## config.mk

```make
export PLATFORM = sky130hd
export DESIGN_NAME = rtc_top
export DESIGN_NICKNAME = d
export VERILOG_FILES = /design/src/pkg/rtc_pkg.sv /design/src/core/rtc_top.sv /design/src/core/rtc_prescaler.sv /design/src/core/rtc_wrap_counter.sv
export SDC_FILE = /design/constraint.sdc
export NUM_CORES = 1
export LEC_CHECK = 0
export ABC_AREA = 1
export ABC_CLOCK_PERIOD_IN_PS = 4200
export BUFFER_PORTS_ARGS = -buffer_cell sky130_fd_sc_hd__buf_2
export CAP_MARGIN = 20
export CELL_PAD_IN_SITES_DETAIL_PLACEMENT = 0
export CELL_PAD_IN_SITES_GLOBAL_PLACEMENT = 1
export CORE_ASPECT_RATIO = 0.8
export CORE_UTILIZATION = 40
export CTS_CLUSTER_DIAMETER = 100
export DETAILED_ROUTE_END_ITERATION = 10
export PLACE_DENSITY = 0.73
export SYNTH_ARGS = -nofsm -noshare
export SYNTH_HDL_FRONTEND = slang
export SYNTH_HIERARCHICAL = 1
export SYNTH_SLANG_ARGS = --single-unit
```

## constraint.sdc

```tcl
create_clock -name clock_in -period 4.2 [get_ports clock_in]
set_clock_uncertainty 0.05 [all_clocks]
set_input_delay 0.21 -clock clock_in [delete_from_list [all_inputs] [get_ports clock_in]]
set_output_delay 0.21 -clock clock_in [all_outputs]
set_load 0.005 [all_outputs]
```

## src/pkg/rtc_pkg.sv

```systemverilog
/*
  Shared constants of the calendar clock: register offsets, field layout
  of the time and alarm words, reset values, event bit positions and the
  prescaler ratio. Assumes a 32-bit register port with byte offsets.
*/
package rtc_pkg;

  // ----------------------------------------------------------------
  // Register port geometry and offsets
  // ----------------------------------------------------------------
  localparam int             ADDR_W        = 8;
  localparam int             DATA_W        = 32;
  localparam logic [7:0]     OFF_TIME      = 8'h00;
  localparam logic [7:0]     OFF_ALARM     = 8'h04;
  localparam logic [7:0]     OFF_STOPWATCH = 8'h08;
  localparam logic [7:0]     OFF_CTRL      = 8'h0C;
  localparam logic [7:0]     OFF_STATUS    = 8'h10;
  localparam logic [7:0]     OFF_MASK      = 8'h14;

  // ----------------------------------------------------------------
  // Time word layout (also used by the alarm word)
  // ----------------------------------------------------------------
  localparam int             SEC_LSB       = 0;
  localparam int             SEC_W         = 6;
  localparam int             MIN_LSB       = 6;
  localparam int             MIN_W         = 6;
  localparam int             HOUR_LSB      = 12;
  localparam int             HOUR_W        = 5;
  localparam int             DAY_LSB       = 17;
  localparam int             DAY_W         = 15;
  localparam logic [5:0]     SEC_MAX       = 6'h3B;
  localparam logic [5:0]     MIN_MAX       = 6'h3B;
  localparam logic [4:0]     HOUR_MAX      = 5'h17;
  localparam logic [14:0]    DAY_MAX       = 15'h7FFF;
  localparam int             SW_W          = 16;

  // ----------------------------------------------------------------
  // Control and event bits
  // ----------------------------------------------------------------
  localparam int             CTRL_A1       = 0;
  localparam int             CTRL_A2       = 1;
  localparam int             CTRL_SW       = 2;
  localparam int             CTRL_W        = 3;
  localparam int             EV_SEC        = 0;
  localparam int             EV_MIN        = 1;
  localparam int             EV_HOUR       = 2;
  localparam int             EV_DAY        = 3;
  localparam int             EV_A1         = 4;
  localparam int             EV_A2         = 5;
  localparam int             EV_SW         = 6;
  localparam int             EV_W          = 7;

  // ----------------------------------------------------------------
  // Reset values and prescaler ratio
  // ----------------------------------------------------------------
  localparam logic [31:0]    ALARM_RST     = 32'h0000_0000;
  localparam logic [15:0]    SW_RST        = 16'h0000;
  localparam logic [2:0]     CTRL_RST      = 3'h0;
  localparam logic [6:0]     MASK_RST      = 7'h00;
  localparam int             XTAL_HZ       = 32'h0000_8000;
  localparam int             TICK_HZ       = 32'h0000_0001;
  localparam int             PRESCALE_DIV  = XTAL_HZ / TICK_HZ;
  localparam int             PRE_W         = 16;

endpackage

```

## src/core/rtc_top.sv

```systemverilog
/*
  Calendar clock with two alarms, countdown stopwatch, periodic tick
  events, interrupt and wake-up outputs, reached over a plain register
  port. Assumes a single 200 MHz clock; the crystal arrives as a level
  sampled by that clock and is used only through an enable pulse.
*/
// The address map and the strobed register port were chosen for this implementation.
// Behaviour
// - Timekeeping advances only from the 32.768 kHz crystal, apart from system timing.
// - Prescaler divides crystal edges down to one tick per second.
// - Seconds and minutes count modulo 60; minutes step when seconds wrap.
// - Hours count modulo 24, days over 32768; each steps on lower wrap.
// - Second, minute, hour and day ticks each raise a maskable interrupt.
// - Enabled alarm raises an interrupt when counters equal the alarm value.
// - First alarm compares time of day only, firing daily.
// - Second alarm compares day and time of day, firing once.
// - Stopwatch decrements from a loaded value on each second tick.
// - Enabled stopwatch raises an interrupt on underflow.
// - Any wake-up event asserts the wake output to the processor.
// - Same wake event also restarts the regulator from hibernate.
module rtc_top #(
  parameter int PRESCALE_DIV = rtc_pkg::PRESCALE_DIV
) (
  input  wire logic                       clock_in,
  input  wire logic                       rst_in,
  input  wire logic                       xtal_in,
  input  wire logic [rtc_pkg::ADDR_W-1:0] addr_in,
  input  wire logic [rtc_pkg::DATA_W-1:0] wdata_in,
  input  wire logic                       wr_in,
  input  wire logic                       rd_in,
  output logic      [rtc_pkg::DATA_W-1:0] rdata_out,
  output logic                            irq_out,
  output logic                            wake_out,
  output logic                            regulator_wake_out
);
  import rtc_pkg::*;

  // ----------------------------------------------------------------
  // Signals
  // ----------------------------------------------------------------
  logic              tick;
  logic              tick_q_r;
  logic              time_wr;
  logic              alarm_wr;
  logic              sw_wr;
  logic              ctrl_wr;
  logic              status_wr;
  logic              mask_wr;
  logic              step;
  logic [SEC_W-1:0]  sec;
  logic [MIN_W-1:0]  min;
  logic [HOUR_W-1:0] hour;
  logic [DAY_W-1:0]  day;
  logic              sec_wrap;
  logic              min_wrap;
  logic              hour_wrap;
  logic              day_wrap;
  logic [31:0]       alarm_r;
  logic [SW_W-1:0]   sw_cnt_r;
  logic [CTRL_W-1:0] ctrl_r;
  logic [CTRL_W-1:0] ctrl_nxt;
  logic [EV_W-1:0]   status_r;
  logic [EV_W-1:0]   status_nxt;
  logic [EV_W-1:0]   mask_r;
  logic [EV_W-1:0]   events;
  logic              tod_match;
  logic              day_match;
  logic              sw_under;
  logic [31:0]       time_word;

  // ----------------------------------------------------------------
  // Register port decode
  // ----------------------------------------------------------------
  // Strobes are single-cycle, so each write is a plain one-cycle qualifier
  assign time_wr   = wr_in && (addr_in == OFF_TIME);
  assign alarm_wr  = wr_in && (addr_in == OFF_ALARM);
  assign sw_wr     = wr_in && (addr_in == OFF_STOPWATCH);
  assign ctrl_wr   = wr_in && (addr_in == OFF_CTRL);
  assign status_wr = wr_in && (addr_in == OFF_STATUS);
  assign mask_wr   = wr_in && (addr_in == OFF_MASK);

  // ----------------------------------------------------------------
  // Second tick
  // ----------------------------------------------------------------
  // Crystal edges are the only time base; the system clock just samples
  rtc_prescaler #(
    .DIV      (PRESCALE_DIV)
  ) u_prescaler (
    .clock_in (clock_in),
    .rst_in   (rst_in),
    .xtal_in  (xtal_in),
    .clear_in (time_wr),
    .tick_out (tick)
  );

  // A time load restarts the second so the new value lasts a full second
  assign step = tick && !time_wr;

  // Delayed tick marks the cycle in which counters hold their new value
  always_ff @(posedge clock_in or posedge rst_in) begin
    if (rst_in) tick_q_r <= 1'b0;
    else        tick_q_r <= step;
  end

  // ----------------------------------------------------------------
  // Cascaded calendar counters
  // ----------------------------------------------------------------
  // Seconds modulo 60
  rtc_wrap_counter #(
    .W           (SEC_W),
    .MAX         (SEC_MAX)
  ) u_sec (
    .clock_in    (clock_in),
    .rst_in      (rst_in),
    .step_in     (step),
    .load_in     (time_wr),
    .load_val_in (wdata_in[SEC_LSB +: SEC_W]),
    .count_out   (sec),
    .wrap_out    (sec_wrap)
  );

  // Minutes modulo 60, stepped by the seconds carry
  rtc_wrap_counter #(
    .W           (MIN_W),
    .MAX         (MIN_MAX)
  ) u_min (
    .clock_in    (clock_in),
    .rst_in      (rst_in),
    .step_in     (sec_wrap),
    .load_in     (time_wr),
    .load_val_in (wdata_in[MIN_LSB +: MIN_W]),
    .count_out   (min),
    .wrap_out    (min_wrap)
  );

  // Hours modulo 24, stepped by the minutes carry
  rtc_wrap_counter #(
    .W           (HOUR_W),
    .MAX         (HOUR_MAX)
  ) u_hour (
    .clock_in    (clock_in),
    .rst_in      (rst_in),
    .step_in     (min_wrap),
    .load_in     (time_wr),
    .load_val_in (wdata_in[HOUR_LSB +: HOUR_W]),
    .count_out   (hour),
    .wrap_out    (hour_wrap)
  );

  // Days over the full 15-bit range, wrapping to zero
  rtc_wrap_counter #(
    .W           (DAY_W),
    .MAX         (DAY_MAX)
  ) u_day (
    .clock_in    (clock_in),
    .rst_in      (rst_in),
    .step_in     (hour_wrap),
    .load_in     (time_wr),
    .load_val_in (wdata_in[DAY_LSB +: DAY_W]),
    .count_out   (day),
    .wrap_out    (day_wrap)
  );

  assign time_word = {day, hour, min, sec};

  // ----------------------------------------------------------------
  // Alarms
  // ----------------------------------------------------------------
  // Alarm value register, cleared at reset
  always_ff @(posedge clock_in or posedge rst_in) begin
    if (rst_in)        alarm_r <= ALARM_RST;
    else if (alarm_wr) alarm_r <= wdata_in;
  end

  // Time-of-day compare ignores the day field, so it repeats daily
  assign tod_match = (sec  == alarm_r[SEC_LSB  +: SEC_W])
                  && (min  == alarm_r[MIN_LSB  +: MIN_W])
                  && (hour == alarm_r[HOUR_LSB +: HOUR_W]);
  // Full compare adds the day, so it fires on one date only
  assign day_match = tod_match && (day == alarm_r[DAY_LSB +: DAY_W]);

  // ----------------------------------------------------------------
  // Stopwatch
  // ----------------------------------------------------------------
  // Underflow is a tick that finds the count already at zero
  assign sw_under = step && ctrl_r[CTRL_SW] && (sw_cnt_r == '0);

  // Count down once per second while enabled; holds at zero after
  always_ff @(posedge clock_in or posedge rst_in) begin
    if (rst_in)                               sw_cnt_r <= SW_RST;
    else if (sw_wr)                           sw_cnt_r <= wdata_in[SW_W-1:0];
    else if (step && ctrl_r[CTRL_SW] && !sw_under) sw_cnt_r <= sw_cnt_r - 1'b1;
  end

  // Stopwatch enable drops itself on underflow so the event fires once
  always_comb begin
    ctrl_nxt = ctrl_r;
    if (ctrl_wr)  ctrl_nxt = wdata_in[CTRL_W-1:0];
    if (sw_under) ctrl_nxt[CTRL_SW] = 1'b0;
  end

  always_ff @(posedge clock_in or posedge rst_in) begin
    if (rst_in) ctrl_r <= CTRL_RST;
    else        ctrl_r <= ctrl_nxt;
  end

  // ----------------------------------------------------------------
  // Events, status and mask
  // ----------------------------------------------------------------
  // Second tick is the step itself; the other periodic ticks come straight from the counter carries
  assign events[EV_SEC]  = step;
  assign events[EV_MIN]  = sec_wrap;
  assign events[EV_HOUR] = min_wrap;
  assign events[EV_DAY]  = hour_wrap;
  // Alarms are checked once, in the cycle after the counters move
  assign events[EV_A1]   = tick_q_r && ctrl_r[CTRL_A1] && tod_match;
  assign events[EV_A2]   = tick_q_r && ctrl_r[CTRL_A2] && day_match;
  assign events[EV_SW]   = sw_under;

  // Sticky bits, write one to clear; a new event beats the clear
  assign status_nxt = (status_r & ~(status_wr ? wdata_in[EV_W-1:0] : '0)) | events;

  always_ff @(posedge clock_in or posedge rst_in) begin
    if (rst_in) status_r <= '0;
    else        status_r <= status_nxt;
  end

  // Per-event enable onto the interrupt line
  always_ff @(posedge clock_in or posedge rst_in) begin
    if (rst_in)       mask_r <= MASK_RST;
    else if (mask_wr) mask_r <= wdata_in[EV_W-1:0];
  end

  // ----------------------------------------------------------------
  // Outputs toward the processor
  // ----------------------------------------------------------------
  // Level interrupt while an unmasked flag is pending
  always_ff @(posedge clock_in or posedge rst_in) begin
    if (rst_in) irq_out <= 1'b0;
    else        irq_out <= |(status_nxt & mask_r);
  end

  // Wake stays high until software clears all flags; the processor's
  // own wake-enable decides whether it acts on it
  always_ff @(posedge clock_in or posedge rst_in) begin
    if (rst_in) wake_out <= 1'b0;
    else        wake_out <= |status_nxt;
  end

  // Regulator wake mirrors the processor wake; a level suits a
  // regulator that may take many cycles to come up
  always_ff @(posedge clock_in or posedge rst_in) begin
    if (rst_in) regulator_wake_out <= 1'b0;
    else        regulator_wake_out <= |status_nxt;
  end

  // ----------------------------------------------------------------
  // Read data, one cycle after the strobe
  // ----------------------------------------------------------------
  // Unmapped offsets and idle cycles read as zero
  always_ff @(posedge clock_in or posedge rst_in) begin
    if (rst_in) begin
      rdata_out <= '0;
    end else if (rd_in) begin
      unique case (addr_in)
        OFF_TIME:      rdata_out <= time_word;
        OFF_ALARM:     rdata_out <= alarm_r;
        OFF_STOPWATCH: rdata_out <= {{(DATA_W-SW_W){1'b0}}, sw_cnt_r};
        OFF_CTRL:      rdata_out <= {{(DATA_W-CTRL_W){1'b0}}, ctrl_r};
        OFF_STATUS:    rdata_out <= {{(DATA_W-EV_W){1'b0}}, status_r};
        OFF_MASK:      rdata_out <= {{(DATA_W-EV_W){1'b0}}, mask_r};
        default:       rdata_out <= '0;
      endcase
    end else begin
      rdata_out <= '0;
    end
  end
endmodule

```

## src/core/rtc_prescaler.sv

```systemverilog
/*
  Crystal edge detector and prescaler: counts rising edges of the sampled
  crystal input and emits a one-cycle tick every DIV edges.
  Assumes the crystal level is already synchronous to clock_in.
*/
module rtc_prescaler #(
  parameter int DIV = rtc_pkg::PRESCALE_DIV
) (
  input  wire logic clock_in,
  input  wire logic rst_in,
  input  wire logic xtal_in,
  input  wire logic clear_in,
  output logic      tick_out
);
  import rtc_pkg::*;

  logic             xtal_r;
  logic [PRE_W-1:0] pre_cnt_r;
  logic             rise;

  // Crystal edge turns into a one-cycle enable
  always_ff @(posedge clock_in or posedge rst_in) begin
    if (rst_in) xtal_r <= 1'b0;
    else        xtal_r <= xtal_in;
  end
  assign rise = xtal_in & ~xtal_r;

  // Divide crystal edges down to the one second tick
  always_ff @(posedge clock_in or posedge rst_in) begin
    if (rst_in) begin
      pre_cnt_r <= '0;
      tick_out  <= 1'b0;
    end else if (clear_in) begin
      pre_cnt_r <= '0;
      tick_out  <= 1'b0;
    end else begin
      tick_out <= 1'b0;
      if (rise) begin
        if (pre_cnt_r == PRE_W'(DIV - 1)) begin
          pre_cnt_r <= '0;
          tick_out  <= 1'b1;
        end else begin
          pre_cnt_r <= pre_cnt_r + 1'b1;
        end
      end
    end
  end
endmodule

```

## src/core/rtc_wrap_counter.sv

```systemverilog
/*
  Loadable modulo counter used for seconds, minutes, hours and days.
  Assumes step and load are never meant to act together; load wins.
*/
module rtc_wrap_counter #(
  parameter int          W   = 6,
  parameter logic [W-1:0] MAX = '1
) (
  input  wire logic         clock_in,
  input  wire logic         rst_in,
  input  wire logic         step_in,
  input  wire logic         load_in,
  input  wire logic [W-1:0] load_val_in,
  output logic      [W-1:0] count_out,
  output logic              wrap_out
);
  // Count up, wrap to zero after MAX, zero at reset
  always_ff @(posedge clock_in or posedge rst_in) begin
    if (rst_in)                    count_out <= '0;
    else if (load_in)              count_out <= load_val_in;
    else if (step_in && wrap_out)  count_out <= '0;
    else if (step_in)              count_out <= count_out + 1'b1;
  end

  // Carry toward the next counter up
  assign wrap_out = step_in && !load_in && (count_out == MAX);
endmodule

```

# Yosys cells after proc, flatten, opt, wreduce, memory -nomap -nowiden
# Index checks and enable logic that the tools add are counted.
[totals] output_inout_bits=35 inputBits=45 wordCells=110 reg_bits=150
[op_classes] bitwise=6 reduce_logical=42 eq_ne=14 muxes=25 n_addsub=6
[op_table] cell="one-hot mux 32 bit (6 select lines)" n=1
[op_table] cell="two-way mux 16 bit" n=5
[op_table] cell="two-way mux 15 bit" n=3
[op_table] cell="two-way mux 6 bit" n=6
[op_table] cell="two-way mux 32 bit" n=1
[op_table] cell="logical AND 1 bit" n=29
[op_table] cell="adder 16 x 1 -> 16 bit, second input constant" n=1
[op_table] cell="equality test 16 x 15 -> 1 bit, second input constant" n=1
[op_table] cell="equality test 8 x 4 -> 1 bit, second input constant" n=2
[op_table] cell="equality test 8 x 5 -> 1 bit, second input constant" n=2
[op_table] cell="zero test 16 bit" n=1
[op_table] cell="subtractor 16 x 1 -> 16 bit, second input constant" n=1
[op_table] cell="adder 15 x 1 -> 15 bit, second input constant" n=1
[op_table] cell="equality test 15 bit" n=1
[op_table] cell="equality test 15 bit, second input constant" n=1
[op_table] cell="two-way mux 5 bit" n=3
[op_table] cell="AND 7 bit" n=2
[op_table] cell="OR reduction 7 bit" n=2
[op_table] cell="adder 6 x 1 -> 6 bit, second input constant" n=2
[op_table] cell="equality test 6 bit" n=2
[op_table] cell="equality test 6 bit, second input constant" n=2
[op_table] cell="nonzero test 3 bit" n=4
[op_table] cell="equality test 8 x 3 -> 1 bit, second input constant" n=1
[op_table] cell="zero test 8 bit" n=1
[op_table] cell="12 further kinds" n=18

# Logic depth before layout (Yosys ltp)
[depth] depth_word=15 ltp_mapped=20 mapped_depth_nobuf=19

# Hierarchy
# Netlist, hierarchy kept.
[modules_own_cells] mod="rtc_top" cells_each=700 instances=1 area_each_um2=5365.1 seq_area_each_um2=2502.4
[modules_own_cells] mod="rtc_prescaler" cells_each=156 instances=1 area_each_um2=1127.3 seq_area_each_um2=450.4
[modules_own_cells] mod="rtc_wrap_counter (u_day)" cells_each=136 instances=1 area_each_um2=1032.2 seq_area_each_um2=375.4
[modules_own_cells] mod="rtc_wrap_counter (u_min ...)" cells_each=47 instances=2 area_each_um2=380.4 seq_area_each_um2=150.1
[modules_own_cells] mod="rtc_wrap_counter (u_hour)" cells_each=42 instances=1 area_each_um2=339.1 seq_area_each_um2=125.1

# Worst setup path after synthesis
# OpenSTA, ideal clock, no wires.
[synth_timing] path_type="in2reg" start="input wr_in" end="register u_day.count_out[12]" path_slack_ns=0.817 n_path_buf=2 required_time_ns=4.021 setup_time_ns=0.129 stages=16 t_arrival_ns=3.204 path_cell_list="buf_2 -> nand2_1 -> inv_1 -> buf_2 -> inv_1 -> nand2_1 -> nor4_1 -> nand2_1 -> nor4_1 -> nand2_4 -> nor4_2 -> nand2_2 -> nor2_2 -> nand2_1 -> o21ai_4 -> o21ai_2"
[synth_via] elab_chain_cells=14 elab_cells_between_ends=15 classes_between="mux (2); reduce/logical (13)"
[synth_lines] item="from (decl)" line="rtc_top.sv:29" rtl="input wire logic wr_in,"
[synth_lines] item="logical AND 1 bit *" line="rtc_top.sv:75" rtl="assign time_wr = wr_in && (addr_in == OFF_TIME);"
[synth_lines] item="net time_wr" line="rtc_top.sv:43" rtl="logic time_wr;"
[synth_lines] item="zero test 1 bit *" line="rtc_top.sv:97, rtc_wrap_counter.sv:26"
[synth_lines] item="logical AND 1 bit" line="rtc_top.sv:97" rtl="assign step = tick && !time_wr;"
[synth_lines] item="logical AND 1 bit * (2 in series)" line="rtc_wrap_counter.sv:26" rtl="assign wrap_out = step_in && !load_in && (count_out == MAX);"
[synth_lines] item="net sec_wrap" line="rtc_top.sv:54" rtl="logic sec_wrap;"
[synth_lines] item="logical AND 1 bit * (2 in series)" line="rtc_wrap_counter.sv:26"
[synth_lines] item="net min_wrap" line="rtc_top.sv:55" rtl="logic min_wrap;"
[synth_lines] item="logical AND 1 bit * (2 in series)" line="rtc_wrap_counter.sv:26"
[synth_lines] item="net hour_wrap" line="rtc_top.sv:56" rtl="logic hour_wrap;"
[synth_lines] item="logical AND 1 bit (2 in series)" line="rtc_wrap_counter.sv:26"
[synth_lines] item="logical AND 1 bit" line="rtc_wrap_counter.sv:21" rtl="else if (step_in && wrap_out) count_out <= '0;"
[synth_lines] item="two-way mux 15 bit" line="rtc_wrap_counter.sv:21"
[synth_lines] item="two-way mux 15 bit" line="rtc_wrap_counter.sv:20" rtl="else if (load_in) count_out <= load_val_in;"
[synth_lines] item="to (signal assigned)" line="rtc_wrap_counter.sv:20"
[synth_lines] item="to (signal assigned)" line="rtc_wrap_counter.sv:22" rtl="else if (step_in) count_out <= count_out + 1'b1;"
[synth_lines] item="to (decl)" line="rtc_wrap_counter.sv:14" rtl="output logic [W-1:0] count_out,"
# The timed path passes the listed nets; every way through them passes the cells marked *.
# A chain may end at the register's enable or synchronous reset.

# Worst setup path in the final report
[layout_timing] start="register u_prescaler.tick_out" end="register u_day.count_out[9]"
[layout_via] elab_chain_cells=12 elab_cells_between_ends=13 classes_between="mux (2); reduce/logical (11)"
[layout_lines] item="from (decl)" line="rtc_prescaler.sv:13" rtl="output logic tick_out"
[layout_lines] item="from (signal assigned)" line="rtc_prescaler.sv:32" rtl="tick_out <= 1'b0;"
[layout_lines] item="from (signal assigned)" line="rtc_prescaler.sv:35" rtl="tick_out <= 1'b0;"
[layout_lines] item="from (signal assigned)" line="rtc_prescaler.sv:37" rtl="tick_out <= 1'b0;"
[layout_lines] item="logical AND 1 bit *" line="rtc_top.sv:97"
[layout_lines] item="net step" line="rtc_top.sv:49" rtl="logic step;"
[layout_lines] item="logical AND 1 bit * (2 in series)" line="rtc_wrap_counter.sv:26"
[layout_lines] item="net sec_wrap" line="rtc_top.sv:54"
[layout_lines] item="logical AND 1 bit * (2 in series)" line="rtc_wrap_counter.sv:26"
[layout_lines] item="net min_wrap" line="rtc_top.sv:55"
[layout_lines] item="logical AND 1 bit * (2 in series)" line="rtc_wrap_counter.sv:26"
[layout_lines] item="net hour_wrap" line="rtc_top.sv:56"
[layout_lines] item="logical AND 1 bit (2 in series)" line="rtc_wrap_counter.sv:26"
[layout_lines] item="logical AND 1 bit" line="rtc_wrap_counter.sv:21"
[layout_lines] item="two-way mux 15 bit" line="rtc_wrap_counter.sv:21"
[layout_lines] item="two-way mux 15 bit" line="rtc_wrap_counter.sv:20"
# Marks and branches as above.

==> results.txt <==
Once routing completed, OpenROAD measured the worst setup slack at 1.04 ns. The combined area of all synthesized cells was 8620 sq um. In the global route stage, met3 resource usage came out at 4.37%. For the largest net degree at the start of global routing, the log shows 53. Final-report max-slew violation count: 0. Cells with a size suffix above 1 make up 16.8% of the layout.

Dividing total power by cell area gives a power density of 352 nW/um^2. The initial cell density of the core is 41.2%. Hold is met by 0.0176 ns. The die covers 22200 sq um. For the placement-stage cell area, the log shows 9260 sq um.

The largest fanout of any net on the critical path is 9, and the post-layout total power is 3.50 mW. Busiest layer in global routing: met2. The finished cells cover 9950 sq um.

The tools report the number of core rows as 47. The count of state elements after synthesis came out at 150. Post-detailed-placement half-perimeter wirelength: 18700 um.

The worst setup path is captured at a register. VDD sags by at most 0.219 mV. Excluding fillers, the count of instances in the completed layout stands at 1498. At the end of the flow, the number of nets in the layout was 1271. Prior to clock tree synthesis, the placed netlist has a worst setup slack of 0.781 ns. The tools report the number of ports placed on the die boundary as 80.

Number of hold-repair buffers added at the cts stage: 10. Classification of the worst-slack hold path: in -> reg. For the global-route track usage on met1, the log shows 34.5%. For this design the static power due to leakage is 4.86 nW. The first global-routing pass estimated 40900 um of wire. For this run, the slowest stage of the critical path takes 0.40 ns. The detailed router placed 7810 vias in this run.

The number of global-route vias before repair came out at 7349. Traced cell by cell, the critical path runs through a21boi_4 > nand2_1 > nor4_1 > buf_4 > nand2_1 > nor4_1 > buf_4 > nand2_4 > nor4_2 > nand2_2 > nor2_2 > nand2_1 > o21ai_4 > o21ai_2. Flip-flop cell with the highest count after synthesis: dfrtp_1. In this run the horizontal extent of the chip is 166 um. The logs give 4 for the level count of the clock H-tree and 6 for the count of yosys warnings during synthesis.

Derived from the worst setup path, the maximum achievable clock frequency is 316 MHz. The family of cells with the greatest summed delay on the critical path was simple AND/OR/NAND/NOR gates. The core region is 20900 sq um. The final reports fail on DRC. The minimum clock period after layout is 3.16 ns. By instance count, the cell type seen most on the critical path is nand2_1.

The synthesis-to-layout area growth is 15.4%. The tools report the initial antenna violation count as 0. Yosys attributes the largest share of cell area to dfrtp_1 (44%), nand2_1 (14%), inv_1 (6.6%), nor2_1 (5.1%), a22oi_1 (2.6%). Setup repair after global routing left no endpoint under its margin. 0 antenna diodes ended up in the layout.

Of the synthesized area, sequential elements account for 43.5%. The worst endpoint data arrival time is 3.41 ns. The clock transition at the registers of the reported paths was 0.06 ns.

The routed wire length is 25600 um. Measured against its own limit, the worst slew margin works out to 44.5%. The sum of buffers and inverters on the critical path came out at 2. For this run, the detailed router's first-pass iteration total came to 10. The run gives 47.5% as the utilization after layout. For the remaining antenna violation count, the log shows 0.

Counting every net in the synthesized netlist gives 1180. In this run, the number of DRC markers left after iteration 0 of detailed routing was 644. The flow ran to the end, but the final reports show violations.

For the final routed database, the setup TNS stands at 0 ns. Synthesis produced a netlist whose cell count is 1128. The top cell type by area accounts for 43.5% of the synthesized area. The number of resized instances in the post-cts repair step is 0. The tools report the worst-case clock buffer depth as 2. After detailed routing, the number of remaining DRC violations is 3. TritonCTS built the clock tree. Number of distinct standard cells referenced by the synthesized netlist: 51. Counting tap cells, the placed design contains a total of 1458 instances.

Data on the critical path is required at its endpoint by 4.45 ns. Library cell used as clock root buffer: clkbuf_16. Setup violations remaining at the end of the flow were counted as 0. In the final routed layout, each cell accounts on average for 17.1 um. The die is 133 um tall. The tools report the total of max-cap violations as 0.

In the finished design, the share of the clock period the worst path needs comes to 75.3%. In this run, CTS created clock tree buffers numbering 17. The biggest area contributor in the post-synthesis netlist is dfrtp_1. The total congestion overflow was 0; the overall fraction of global-route tracks in use was 23.9%. Dividing the synthesized area by the synthesized cell count gives 7.65 sq um.

For the global routing met2 resource utilization, the log shows 36.9%. The clock drives 150 sinks. The kind of launch point of the worst setup path is a register. The insertion delay of the later-clocked pin in the worst-skew pair is 0.42 ns, and the async set or reset register ratio after synthesis is 100%.

Critical path class: reg -> reg. Using the TritonRoute via totals, the vias-per-cell ratio works out to 5.21. The final RePlAce weighted congestion was 0.835; the number of flops mapped to enable cells by yosys was 0.

During placement, the flow inserted port buffers numbering 79. Total setup buffers inserted after CTS: 0. The master of the slowest instance on the critical path was o21ai_4. The pin slew with the least headroom to its limit is 0.832 ns. The final number of hold-violating endpoints is 0.
==> layout by cell type (no fill, tap or decap), drive strengths merged, types with 4 or more instances in the layout <==
master / count
xor2: 13
a22oi: 30
nor2: 138
nand2: 331
ha: 7
clkbuf: 21
clkinv: 4
dlygate4sd3: 10
o211ai: 10
nand3: 53
xnor2: 12
dfrtp: 150
buf: 89
a21oi: 52
nand4: 21
o21ai: 69
nor3: 8
o221ai: 8
inv: 166
o22ai: 12
or2: 5
==> metal layers <==
layer	part of all wire, %	vias up	wire (um)
met5	0	-	0
met4	1.2	0	306
met3	5.0	19	1270
met2	45	198	11500
met1	49	3783	12500
li1	-	3810	-
==> tightest hold or removal path, stage by stage <==
cell and delay (ns):
buf_2 0.10, nor2_1 0.04, a21oi_1 0.10
==> synth_stat cells, types with 2 or more instances <==
library cell,n
ha_1,7
or2_2,5
xnor2_1,12
inv_2,12
a21oi_1,40
o22ai_1,12
o21ai_1,17
o21ai_0,43
buf_1,3
buf_4,4
nor4_1,2
nor2_2,13
nor2_4,5
nor3_1,8
nand2_2,12
nand4_1,20
xor2_1,13
nor2_8,2
buf_6,5
buf_2,10
o221ai_1,8
o21ai_2,8
a21oi_4,2
nand2_4,6
a21oi_2,10
nand2_1,313
nand3_4,2
a22oi_1,30
dfrtp_1,150
o211ai_1,9
inv_1,152
a31oi_1,2
nor2_1,118
nand3_1,45
clkbuf_1,5
nand3_2,6
a211oi_1,3
==> cell type report <==
class                      instances  area (sq um)
clock buffer                      21           460
inverter                         166           628
sequential                       150          3750
tap                              269           337
timing repair buffer              99           571
fill                            2091         11000
clock inverter                     8           125
multi-input combinational        785          4080
==> cell families (layout without fill, tap and decap cells) <==
family / after synthesis / in the layout / share of synthesized area [%]
compound gates: 193 / 193 / 14.6
mux: 1 / 1 / 0.131
flops: 150 / 150 / 43.5
simple gates: 559 / 559 / 29.0
buf+inv: 193 / 294 / 9.18
fa+ha+maj: 7 / 7 / 1.02
xor+xnor: 25 / 25 / 2.54
==> sequential cells by signal (all words and copies together) (netlist names) <==
name	count
irq_out	1
alarm_r	32
u_prescaler/tick_out	1
mask_r	7
regulator_wake_out	1
sw_cnt_r	16
status_r	7
u_min/count_out	6
ctrl_r	3
rdata_out	32
u_prescaler/pre_cnt_r	16
u_day/count_out	15
tick_q_r	1
u_prescaler/xtal_r	1
u_hour/count_out	5
u_sec/count_out	6
==> final timing paths <==
kind	start	to	slack, ns	cells past startpoint
max	u_prescaler/tick_out	u_day/count_out[9]	1.04	14
min	wdata_in[17]	alarm_r[17]	0.02	3
max reg2reg	u_prescaler/tick_out	u_day/count_out[9]	1.04	14
min reg2reg	alarm_r[5]	alarm_r[5]	0.45	2
max in group asynchronous	rst_in	status_r[1]	2.73	4
min in group asynchronous	rst_in	u_hour/count_out[1]	0.27	3
==> where the power goes <==
part | internal [mW] | switching [mW] | leakage, nW | total (mW)
registers | 1.52 | 0.0921 | 1.87 | 1.61
logic | 0.115 | 0.207 | 2.71 | 0.321
clock network | 0.958 | 0.614 | 0.285 | 1.57
total | 2.59 | 0.913 | 4.86 | 3.50
Note: power is estimated with default switching activity, not from simulation.
